File: src/sac_pkg.sv
// package for the sar converter conversion control block
// assumes a wishbone classic slave, 32-bit data, one clock
// Behaviour
// converter runs only while converter_enable is 1, else shut down
// each completed conversion loads result bytes as unsigned 10-bit code
// left_justify_select 0 puts code in low ten bits, 1 in top ten
// unused result bits always read zero
// eight-bit mode resolves top 8 bits into result_high_byte
// eight-bit mode ignores left_justify_select
// eight-bit conversion takes two fewer sar clocks than ten-bit
// sar clock is system clock divided by programmable divider
// divider field is 5 bits, sar period is clk period times field plus one
// start from software busy write, timer 0/2/1 overflow, or pin rise
// source select 000 sw, 001 t0, 010 t2, 011 t1, 1xx pin
// busy reads 1 during conversion, clears itself on completion
// busy falling edge sets done flag and raises interrupt when enabled
// software polls done flag and reads results only after it is set
// timer 2 source uses low-byte overflow in 8-bit, high-byte in 16-bit
// delayed tracking adds three sar clocks of tracking before converting
// without delayed tracking conversion starts at once
// internal sources track whenever not converting
// pin source tracks if delayed, or pin low; converts on rising edge
// eight-bit ends at sar clock 15 delayed, 12 not delayed
// ten-bit ends at sar clock 17 delayed, 14 not delayed
// eight-bit mode low result byte reads all zeros
package sac_pkg;
	localparam logic [7:0] SAC_ADDR_CTRL = 8'h00;
	localparam logic [7:0] SAC_ADDR_CFG = 8'h04;
	localparam logic [7:0] SAC_ADDR_HIGH = 8'h08;
	localparam logic [7:0] SAC_ADDR_LOW = 8'h0C;
	localparam logic [7:0] SAC_ADDR_SAMPLE = 8'h10;
	// control register fields
	localparam int SAC_CTL_EN = 7;
	localparam int SAC_CTL_TM = 6;
	localparam int SAC_CTL_DONE = 5;
	localparam int SAC_CTL_BUSY = 4;
	localparam int SAC_CTL_IE = 3;
	localparam int SAC_CTL_CM_LSB = 0;
	// config register fields
	localparam int SAC_CFG_SC_LSB = 3;
	localparam int SAC_CFG_LJ = 2;
	localparam int SAC_CFG_8B = 1;
	localparam int SAC_CFG_GAIN = 0;
	localparam logic [7:0] SAC_CFG_RESET = 8'hF9;
	localparam logic [7:0] SAC_CTL_RESET = 8'h00;
	localparam logic [2:0] SAC_CM_SW = 3'h0;
	localparam logic [2:0] SAC_CM_T0 = 3'h1;
	localparam logic [2:0] SAC_CM_T2 = 3'h2;
	localparam logic [2:0] SAC_CM_T1 = 3'h3;
	// conversion lengths in sar clocks
	localparam logic [4:0] SAC_TRACK_EXTRA = 5'h03;
	localparam logic [4:0] SAC_END_10 = 5'h0E;
	localparam logic [4:0] SAC_SHORT_8 = 5'h02;

	typedef enum logic [1:0] {SAC_IDLE, SAC_TRACK, SAC_CONV} sac_state_t;

	typedef struct packed {
		logic t0_ovf;
		logic t1_ovf;
		logic t2_low_ovf;
		logic t2_high_ovf;
		logic t2_split;
	} sac_timer_t;

	typedef struct packed {
		sac_state_t st;
		logic [7:0] ctl;
		logic [7:0] cfg;
		logic [7:0] high;
		logic [7:0] low;
		logic [4:0] div_cnt;
		logic [4:0] sar_cnt;
		logic [4:0] end_cnt;
		logic [9:0] code;
		logic pin_s1;
		logic pin_s2;
		logic pin_d;
		logic ack;
		logic [31:0] dat;
	} sac_reg_t;
endpackage

File: src/sac_conv_ctrl.sv
// sar converter conversion control with wishbone classic slave
// assumes timer overflow pulses on clk, convert pin asynchronous,
// analog comparator code presented on sample_code when conversion ends
//
// Register access over Wishbone and the placing of the registers were left to the implementer.
`timescale 1ns/1ps
`default_nettype none
module sac_conv_ctrl
	import sac_pkg::*;
(
	input wire logic clk,
	input wire logic rstn,
	input wire logic ce,
	input wire logic wb_cyc_i,
	input wire logic wb_stb_i,
	input wire logic wb_we_i,
	input wire logic [7:0] wb_adr_i,
	input wire logic [3:0] wb_sel_i,
	input wire logic [31:0] wb_dat_i,
	output logic [31:0] wb_dat_o,
	output logic wb_ack_o,
	input wire sac_timer_t timers,
	input wire logic external_convert_pin,
	input wire logic [9:0] sample_code,
	output logic converter_power,
	output logic tracking,
	output logic conversion_busy,
	output logic converter_irq
);
	sac_reg_t r;
	sac_reg_t next_r;
	logic sar_tick;
	logic start_evt;
	logic pin_rise;
	logic t2_evt;
	logic eight;
	logic wr;
	logic [9:0] code;

	assign eight = r.cfg[SAC_CFG_8B];
	assign sar_tick = (r.div_cnt == r.cfg[7:SAC_CFG_SC_LSB]);
	assign pin_rise = r.pin_s2 && !r.pin_d;
	assign t2_evt = timers.t2_split ? timers.t2_low_ovf :
		timers.t2_high_ovf;
	assign wr = wb_cyc_i && wb_stb_i && wb_we_i && !r.ack;

	always_comb begin

		if (r.ctl[2]) begin
			start_evt = pin_rise;
		end else if (r.ctl[1:0] == SAC_CM_T0[1:0]) begin
			start_evt = timers.t0_ovf;
		end else if (r.ctl[1:0] == SAC_CM_T2[1:0]) begin
			start_evt = t2_evt;
		end else if (r.ctl[1:0] == SAC_CM_T1[1:0]) begin
			start_evt = timers.t1_ovf;
		end else begin
			start_evt = wr && wb_sel_i[0] && wb_adr_i == SAC_ADDR_CTRL &&
				wb_dat_i[SAC_CTL_BUSY];
		end
	end

	always_comb begin
		next_r = r;
		code = sample_code;
		if (eight) begin
			code = {sample_code[9:2], 2'b00};
		end
		next_r.pin_s1 = external_convert_pin;
		next_r.pin_s2 = r.pin_s1;
		next_r.pin_d = r.pin_s2;
		next_r.ack = wb_cyc_i && wb_stb_i && !r.ack;
		next_r.dat = 32'h0000_0000;
		if (wb_cyc_i && wb_stb_i && !r.ack) begin
			if (wb_adr_i == SAC_ADDR_CTRL) begin
				next_r.dat = {24'h00_0000, r.ctl};
			end else if (wb_adr_i == SAC_ADDR_CFG) begin
				next_r.dat = {24'h00_0000, r.cfg};
			end else if (wb_adr_i == SAC_ADDR_HIGH) begin
				next_r.dat = {24'h00_0000, r.high};
			end else if (wb_adr_i == SAC_ADDR_LOW) begin
				next_r.dat = {24'h00_0000, r.low};
			end else begin
				next_r.dat = 32'h0000_0000;
			end
		end
		if (wr && wb_sel_i[0]) begin
			if (wb_adr_i == SAC_ADDR_CTRL) begin
				// busy is hardware owned; writing it only starts
				next_r.ctl = {wb_dat_i[7:5], r.ctl[SAC_CTL_BUSY],
					wb_dat_i[3:0]};
			end else if (wb_adr_i == SAC_ADDR_CFG) begin
				next_r.cfg = wb_dat_i[7:0];
			end
		end
		// sar clock divider, free running while enabled
		if (!r.ctl[SAC_CTL_EN] || sar_tick) begin
			next_r.div_cnt = 5'h00;
		end else begin
			next_r.div_cnt = r.div_cnt + 5'h01;
		end
		case (r.st)
			SAC_IDLE: begin
				if (r.ctl[SAC_CTL_EN] && start_evt) begin
					next_r.ctl[SAC_CTL_BUSY] = 1'b1;
					next_r.sar_cnt = 5'h00;
					next_r.div_cnt = 5'h00;

					next_r.end_cnt = SAC_END_10 -
						(eight ? SAC_SHORT_8 : 5'h00) +
						(r.ctl[SAC_CTL_TM] ? SAC_TRACK_EXTRA : 5'h00);
					next_r.st = r.ctl[SAC_CTL_TM] ? SAC_TRACK : SAC_CONV;

				end
			end
			SAC_TRACK: begin
				if (sar_tick) begin
					next_r.sar_cnt = r.sar_cnt + 5'h01;
					if (r.sar_cnt + 5'h01 == SAC_TRACK_EXTRA) begin
						next_r.st = SAC_CONV;
					end
				end
			end
			default: begin
				if (sar_tick) begin
					next_r.sar_cnt = r.sar_cnt + 5'h01;
					if (r.sar_cnt + 5'h01 == r.end_cnt) begin
						next_r.st = SAC_IDLE;
						next_r.ctl[SAC_CTL_BUSY] = 1'b0;
						next_r.ctl[SAC_CTL_DONE] = 1'b1;

						if (eight || !r.cfg[SAC_CFG_LJ]) begin
							next_r.high = eight ? code[9:2] :
								{6'h00, code[9:8]};
							next_r.low = eight ? 8'h00 : code[7:0];
						end else begin
							next_r.high = code[9:2];
							next_r.low = {code[1:0], 6'h00};
						end
						next_r.code = code;
					end
				end
			end
		endcase
		if (!r.ctl[SAC_CTL_EN]) begin

			next_r.st = SAC_IDLE;
			next_r.ctl[SAC_CTL_BUSY] = 1'b0;
		end
	end

	always_ff @(posedge clk or negedge rstn) begin
		if (!rstn) begin
			r <= '{st: SAC_IDLE, ctl: SAC_CTL_RESET, cfg: SAC_CFG_RESET,
				default: '0};
		end else if (ce) begin
			r <= next_r;
		end
	end

	assign wb_dat_o = r.dat;
	assign wb_ack_o = r.ack;
	assign converter_power = r.ctl[SAC_CTL_EN];
	assign conversion_busy = r.ctl[SAC_CTL_BUSY];

	assign tracking = r.ctl[SAC_CTL_EN] && (r.st != SAC_CONV) &&
		(!r.ctl[2] || r.ctl[SAC_CTL_TM] || !r.pin_s2 ||
		r.st == SAC_TRACK);
	assign converter_irq = r.ctl[SAC_CTL_DONE] && r.ctl[SAC_CTL_IE];
endmodule // sac_conv_ctrl
`default_nettype wire

File: config.mk
export PLATFORM = sky130hd
export DESIGN_NAME = sac_conv_ctrl
export DESIGN_NICKNAME = d
export VERILOG_FILES = /design/src/sac_pkg.sv /design/src/sac_conv_ctrl.sv
export SDC_FILE = /design/constraint.sdc
export NUM_CORES = 1
export LEC_CHECK = 0
export ABC_AREA = 1
export BUFFER_PORTS_ARGS = -buffer_cell sky130_fd_sc_hd__buf_2
export CELL_PAD_IN_SITES_DETAIL_PLACEMENT = 1
export CELL_PAD_IN_SITES_GLOBAL_PLACEMENT = 1
export CORE_ASPECT_RATIO = 1.2
export CORE_MARGIN = 1
export CORE_UTILIZATION = 25
export DETAILED_ROUTE_END_ITERATION = 8
export PLACE_DENSITY = 0.61
export SYNTH_ARGS = -nofsm -noshare
export SYNTH_HDL_FRONTEND = slang
export SYNTH_SLANG_ARGS = --single-unit
File: constraint.sdc
create_clock -name clk -period 3.33 [get_ports clk]
set_input_delay 0.333 -clock clk [delete_from_list [all_inputs] [get_ports clk]]
set_output_delay 0.333 -clock clk [all_outputs]
set_load 0.05 [all_outputs]
==> results.json, run 1 <==
{
  "crit_required_ns": 3.59,
  "clkTransAtPathRegs_ns": 0.06,
  "firstDrtPassIters": 6,
  "slew_viol_final": 0,
  "detail-route-antenna-nets": 0,
  "cts_buffers": 9,
  "io_pins": 103,
  "ys_ff_latch": 61,
  "start_kind": "flip-flop",
  "yosys_warnings": 0,
  "critPathCaptureType": "flip-flop",
  "drv_cap": 0,
  "place_congestion": 0.789,
  "ctsResizeCount": 0,
  "fp-row-count": 47,
  "period_minus_slack_ns": 2.16,
  "finalCritPeriodShare_pct": 64.9,
  "grt_pass1_vias": 3076,
  "drt-vias-per-instance": 4.40,
  "synth.distinct_cells": 45,
  "worstSetupPathType": "flip-flop to flip-flop",
  "p_per_area_nw_per_um2": 463,
  "grt_max_degree": 43,
  "clockBufferDepth": 2,
  "via_count": 2857,
  "power_frac_seq_pct": 40.3,
  "post-cts-setup-buffers": 0,
  "violations": "DRC",
  "start_util_pct": 25.5,
  "layout-drive-gt1-share_pct": 19.8,
  "io_buffers": 51,
  "synth.avg_cell_area_um2": 8.18,
  "ys.flop_type": "dfrtp_1",
  "track_usage_pct": 14.5,
  "cts_sinks": 61,
  "final_area_um2": 4070,
  "p_sw_share_pct": 25.3,
  "place_area_um2": 3760,
  "cts_tree": "built",
  "holdCritPathClass": "input port to async pin",
  "p_switching_uw": 476,
  "maxSlewHeadroom_pct": 34.5,
  "die_x_um": 110,
  "status": "complete, but fails checks",
  "syn2layout_area_growth_pct": 15.9,
  "routedWlPerCell_um": 14.4,
  "finalSetupViolCount": 0,
  "grt.overflow.total": 0,
  "hold_viol_final": 0,
  "hpwl_um": 7310,
  "stdcell_count": 650,
  "fillerInstances": 1693,
  "clock.fmax_mhz": 463,
  "synth_area_leaders": "dfrtp_1 39%, nand2_1 12%, buf_4 7.1%",
  "synth.cell_area_um2": 3510,
  "p_leak_nw": 2.08,
  "power.internal_mw": 1.41,
  "async_flop_share_pct": 100,
  "cts_root_buf": "clkbuf_16",
  "pwr-share-clk_pct": 51.0,
  "cts_hold_buffers": 0,
  "wl_um": 9350,
  "grt_pass1_wl_um": 15800,
  "reg2reg_depth": 12,
  "ys_seq_area_share_pct": 43.7,
  "rr_endpoint": "r[76]",
  "r2r_setup_slack_ns": 1.17,
  "drt_iter0_drc": 85,
  "syn-instance-count": 429,
  "worst_slew_pin_slew_ns": 0.983,
  "finalSetupTns_ns": 0,
  "r2r_start": "r[51]",
  "diodes": 0,
  "core_area_um2": 13800,
  "crit_fanout": 22,
  "rsz0062_at_grt": "no",
  "nets": 545,
  "grt_antenna_before_repair": 0,
  "synth.top_cell.area_share_pct": 39.2,
  "die_h_um": 132,
  "die_area_um2": 14500,
  "clock_latency_ns": 0.34,
  "synth-edff-count": 0,
  "pwr-share-comb_pct": 8.7,
  "htreeDepth": 3,
  "synth_top_area_cell": "dfrtp_1",
  "cp.arrival_ns": 2.42,
  "dp_cells": 634,
  "skew_ns": 0.0107,
  "vdd_drop_max_v": 0.000238,
  "drc_errors": 2
}
## power by group through the flow
stage	logic [mW]	clock network, mW	registers [mW]
global placement	0.164	0	0.772
global route	0.183	1.01	0.761
floorplan	0.128	0	0.774
CTS	0.167	0.981	0.760
finish	0.164	0.960	0.760
detailed placement	0.166	0	0.772
## cells by family (layout without fill, tap and decap cells)
kind of cell               after synthesis  in the layout  synth area share, %
AOI/OAI and AO/OA                       79             79                 13.2
DFF                                     61             61                 43.7
other                                    1             24                0.107
and+or+nand+nor                        170            170                 21.8
xor gates and xnor gates                12             12                 3.21
adders and majority gates                5              5                 1.78
muxes                                    3              3                0.927
buffers and inverters                   98            125                 15.3
## how the worst max path moves through the flow
| stage | from | endpoint | slack (ns) | cells after the start |
|---|---|---|---|---|
| after global placement | ce | r[81] | 1.09 | 6 |
| final | r[51] | r[76] | 1.17 | 12 |
| after detailed placement | ce | r[82] | 1.05 | 6 |
| after floorplan | converter_power | tracking | 0.91 | 2 |
| after global routing | r[51] | r[71] | 0.97 | 12 |
| after CTS | r[51] | r[76] | 1.14 | 12 |
## area by class of cell
class                           instances  area (um^2)  share of cell area, %
Sequential cell                        61         1530                   37.7
Multi-Input combinational cell        293         1530                   37.5
Timing Repair Buffer                   54          278                   6.83
Clock buffer                           13          260                   6.40
Tap cell                              171          214                   5.26
Inverter                               55          211                   5.20
Clock inverter                          3         43.8                   1.08
## per-layer routing
metal  routed length, um  track usage [%]  share of wire [%]
met1                4150             18.1                 44
met2                4690             24.3                 50
met3                 367             3.02                3.9
met4                 145             5.56                1.6
met5                   0                0                  0
## synth_stat cells, types with 2 or more instances
master and count:
a211oi_1 2, o22ai_1 2, nor2_4 3, buf_4 33
nor2_1 18, xor2_1 7, inv_1 52, a21oi_1 9
ha_1 5, o221ai_1 4, o21ai_2 2, o21ai_0 30
a21oi_2 2, nand3_1 23, mux2_2 2, inv_2 2
o21ai_1 17, o211ai_1 8, xnor2_1 4, nand3_2 3
dfrtp_1 55, dfstp_2 6, buf_2 2, nand4_1 5
clkbuf_1 4, buf_6 2, nand2_1 109
## worst max-delay path, stage by stage (launching register included)
cell and delay (ns):
dfrtp_1 0.41, inv_1 0.11, ha_1 0.34, xnor2_1 0.13
nor2_1 0.10, nand3_1 0.07, nor2_1 0.12, nand3_2 0.12
nor2_4 0.13, nand2_4 0.19, clkinv_4 0.16, nand3_1 0.09
o21ai_1 0.09
## placed cells by master (no fill, tap or decap), drive strengths merged, types with 3 or more instances in the layout
cell type	Yosys	final
a21oi	11	11
buf	38	54
clkbuf	5	13
clkinv	1	3
conb	1	24
dfrtp	55	55
dfstp	6	6
ha	5	5
inv	54	54
nand2	111	111
nand3	26	26
nand4	6	6
nor2	22	22
o211ai	8	8
o21ai	49	49
o221ai	4	4
xnor2	4	4
xor2	8	8
## stage by stage
| stage | hold WS [ns] | util (%) | total power, mW | setup WS, ns |
|---|---|---|---|---|
| 2_1_floorplan | 0.0374 | - | 0.903 | 0.909 |
| 3_3_place_gp | 0.462 | 27.3 | 0.936 | 1.09 |
| 3_5_place_dp | 0.472 | 27.3 | 0.939 | 1.05 |
| 4_1_cts | 0.200 | 29.6 | 1.91 | 1.14 |
| 5_1_grt | 0.226 | 29.6 | 1.95 | 0.965 |
| 6_report | 0.149 | 29.6 | 1.88 | 1.17 |
## state kept, by name, summed over array words and instances (netlist names)
signal	flops
wb_dat_o	8
eight	1
converter_power	1
wb_ack_o	1
r	47
next_r	2
conversion_busy	1
No activity file was read; power rests on OpenSTA's default activity.
==> run 2: changes to the inputs <==
--- a/config.mk
+++ b/config.mk
@@ -13,7 +13,7 @@
 export CORE_MARGIN = 1
 export CORE_UTILIZATION = 25
 export DETAILED_ROUTE_END_ITERATION = 8
-export PLACE_DENSITY = 0.61
+export PLACE_DENSITY = 0.63
 export SYNTH_ARGS = -nofsm -noshare
 export SYNTH_HDL_FRONTEND = slang
 export SYNTH_SLANG_ARGS = --single-unit
==> constraint.sdc (replaced) <==
create_clock -name clk -period 1.7 [get_ports clk]
set_input_delay 0.17 -clock clk [delete_from_list [all_inputs] [get_ports clk]]
set_output_delay 0.17 -clock clk [all_outputs]
set_load 0.05 [all_outputs]
==> results.json, run 2 (synthesis results as in run 1) <==
{
  "cp.arrival_ns": 2.13,
  "grt_antenna_before_repair": 0,
  "grt_max_degree": 30,
  "start_util_pct": 25.5,
  "grt_pass1_vias": 3302,
  "nets": 584,
  "io_pins": 103,
  "rsz0062_at_grt": "yes",
  "grt_pass1_wl_um": 17000,
  "cts_root_buf": "clkbuf_16",
  "layout-drive-gt1-share_pct": 31.5,
  "finalCritPeriodShare_pct": 111,
  "drv_cap": 0,
  "violations": "setup timing",
  "track_usage_pct": 15.6,
  "cts_tree": "built",
  "wl_um": 10600,
  "via_count": 3056,
  "fillerInstances": 1694,
  "place_congestion": 0.815,
  "skew_ns": 0.00580,
  "status": "complete, but fails checks",
  "clock_latency_ns": 0.33,
  "io_buffers": 51,
  "hpwl_um": 7890,
  "drt-vias-per-instance": 4.44,
  "worstSetupPathType": "flip-flop to flip-flop",
  "routedWlPerCell_um": 15.3,
  "die_x_um": 110,
  "start_kind": "flip-flop",
  "core_area_um2": 13800,
  "syn2layout_area_growth_pct": 30.1,
  "post-route-util_pct": 33.2,
  "critPathCaptureType": "flip-flop",
  "diodes": 0,
  "top_register": "r",
  "register_area_um2": 1540,
  "clock.fmax_mhz": 532,
  "drc_errors": 0,
  "multi_input_area_um2": 1700,
  "die_h_um": 132,
  "fp-row-count": 47,
  "p_per_area_nw_per_um2": 811,
  "cts_sinks": 61,
  "drt_iter0_drc": 105,
  "largest_reg_flops": 47,
  "detail-route-antenna-nets": 0,
  "hold_viol_final": 0,
  "htreeDepth": 3,
  "dpl_worst_slack_ns": -0.361,
  "min_from": "external_convert_pin",
  "grt.overflow.total": 0,
  "r2r_start": "r[51]",
  "cts_buffers": 9,
  "clockBufferDepth": 2,
  "holdCritPathClass": "input port to flip-flop",
  "clkTransAtPathRegs_ns": 0.06,
  "firstDrtPassIters": 4,
  "finalWorstSetupSlack_ns": -0.180,
  "crit_required_ns": 1.95,
  "period_minus_slack_ns": 1.88,
  "p_leak_nw": 2.29,
  "vdd_drop_max_v": 0.000419,
  "crit_fanout": 7,
  "cp-startpoint": "r[51]",
  "finalSetupViolCount": 20,
  "slew_viol_final": 0,
  "die_area_um2": 14500,
  "final_common_cell": "nand2_1",
  "layout_common_cells": "105 x nand2_1, 52 x dfrtp_1, 50 x buf_2"
}
[run 2: changes by cell type in the layout (fill, tap and decap cells not counted), sizes merged]
cell and delta:
clkbuf -1, clkinv +1, nand2 +2, buf +35
dlygate4sd3 +1, clkinvlp +1
[run 2: critical path, cell delays in order, from the launching register on]
cell      delay, ns
dfrtp_2        0.44
inv_2          0.09
ha_4           0.20
xnor2_1        0.12
nor2_1         0.08
nand3_1        0.08
nor2_1         0.12
nand3_2        0.11
nor2_4         0.11
buf_12         0.14
nand2_8        0.09
clkinv_8       0.08
nand3_2        0.05
o21ai_1        0.08
[run 2: report_power, final]
group | total [mW] | internal (mW) | switching [mW] | leakage (nW)
Sequential | 1.49 | 1.47 | 0.0172 | 0.758
Clock | 1.82 | 1.17 | 0.655 | 0.143
Combinational | 0.384 | 0.104 | 0.280 | 1.39
[run 2: final cells by class]
cell class / count / share of cell area (%)
clock buffer: 12 / 5.40
clock inverter: 4 / 1.04
inverter: 55 / 4.85
multi-input combinational: 295 / 37.3
sequential: 61 / 33.7
tap: 171 / 4.69
timing repair buffer: 90 / 12.8
timing repair inverter: 1 / 0.192
[run 2: path summary, 6_finish.rpt]
check | to | slack, ns | depth (start not counted)
setup reg to reg | r[76] | -0.18 | 13
min in group asynchronous | converter_power | 0.27 | 2
max in group asynchronous | r[83] | 0.77 | 3
hold reg to reg | r[77] | 0.47 | 2
hold / removal | next_r[34] | 0.05 | 3
setup / recovery | r[76] | -0.18 | 13
[run 2: per-layer routing]
metal,track usage (%),share of wire [%],up-vias
met1,20.0,43,1463
met5,0,0,-
met4,5.85,2.4,0
met3,2.82,4.3,17
met2,25.8,50,75
li1,-,-,1501
[run 2: per-stage QoR]
| step | TNS [ns] | instance area, um^2 | hold slack [ns] | power, mW | cells |
|---|---|---|---|---|---|
| after floorplan | -1.62 | 3640 | -0.126 | 1.77 | 452 |
| after global placement | -4.27 | 4040 | 0.0578 | 1.87 | 663 |
| after detailed placement | -5.41 | 4040 | 0.0685 | 1.88 | 663 |
| after CTS | -3.00 | 4490 | 0.0434 | 3.74 | 688 |
| after global routing | -5.90 | 4560 | 0.0599 | 3.84 | 689 |
| final | -2.88 | 4560 | 0.0519 | 3.70 | 689 |
[run 2: what timing repair did]
| action | CTS | global route |
|---|---|---|
| gates resized for setup | 15 | 22 |
| cloned | 3 | 0 |
| hold endpoints to repair | 36 | 0 |
| pin swaps | 9 | 4 |
| buffers inserted | 5 | 1 |
| setup endpoints to repair | 28 | 41 |
| hold buffers | 1 | 0 |
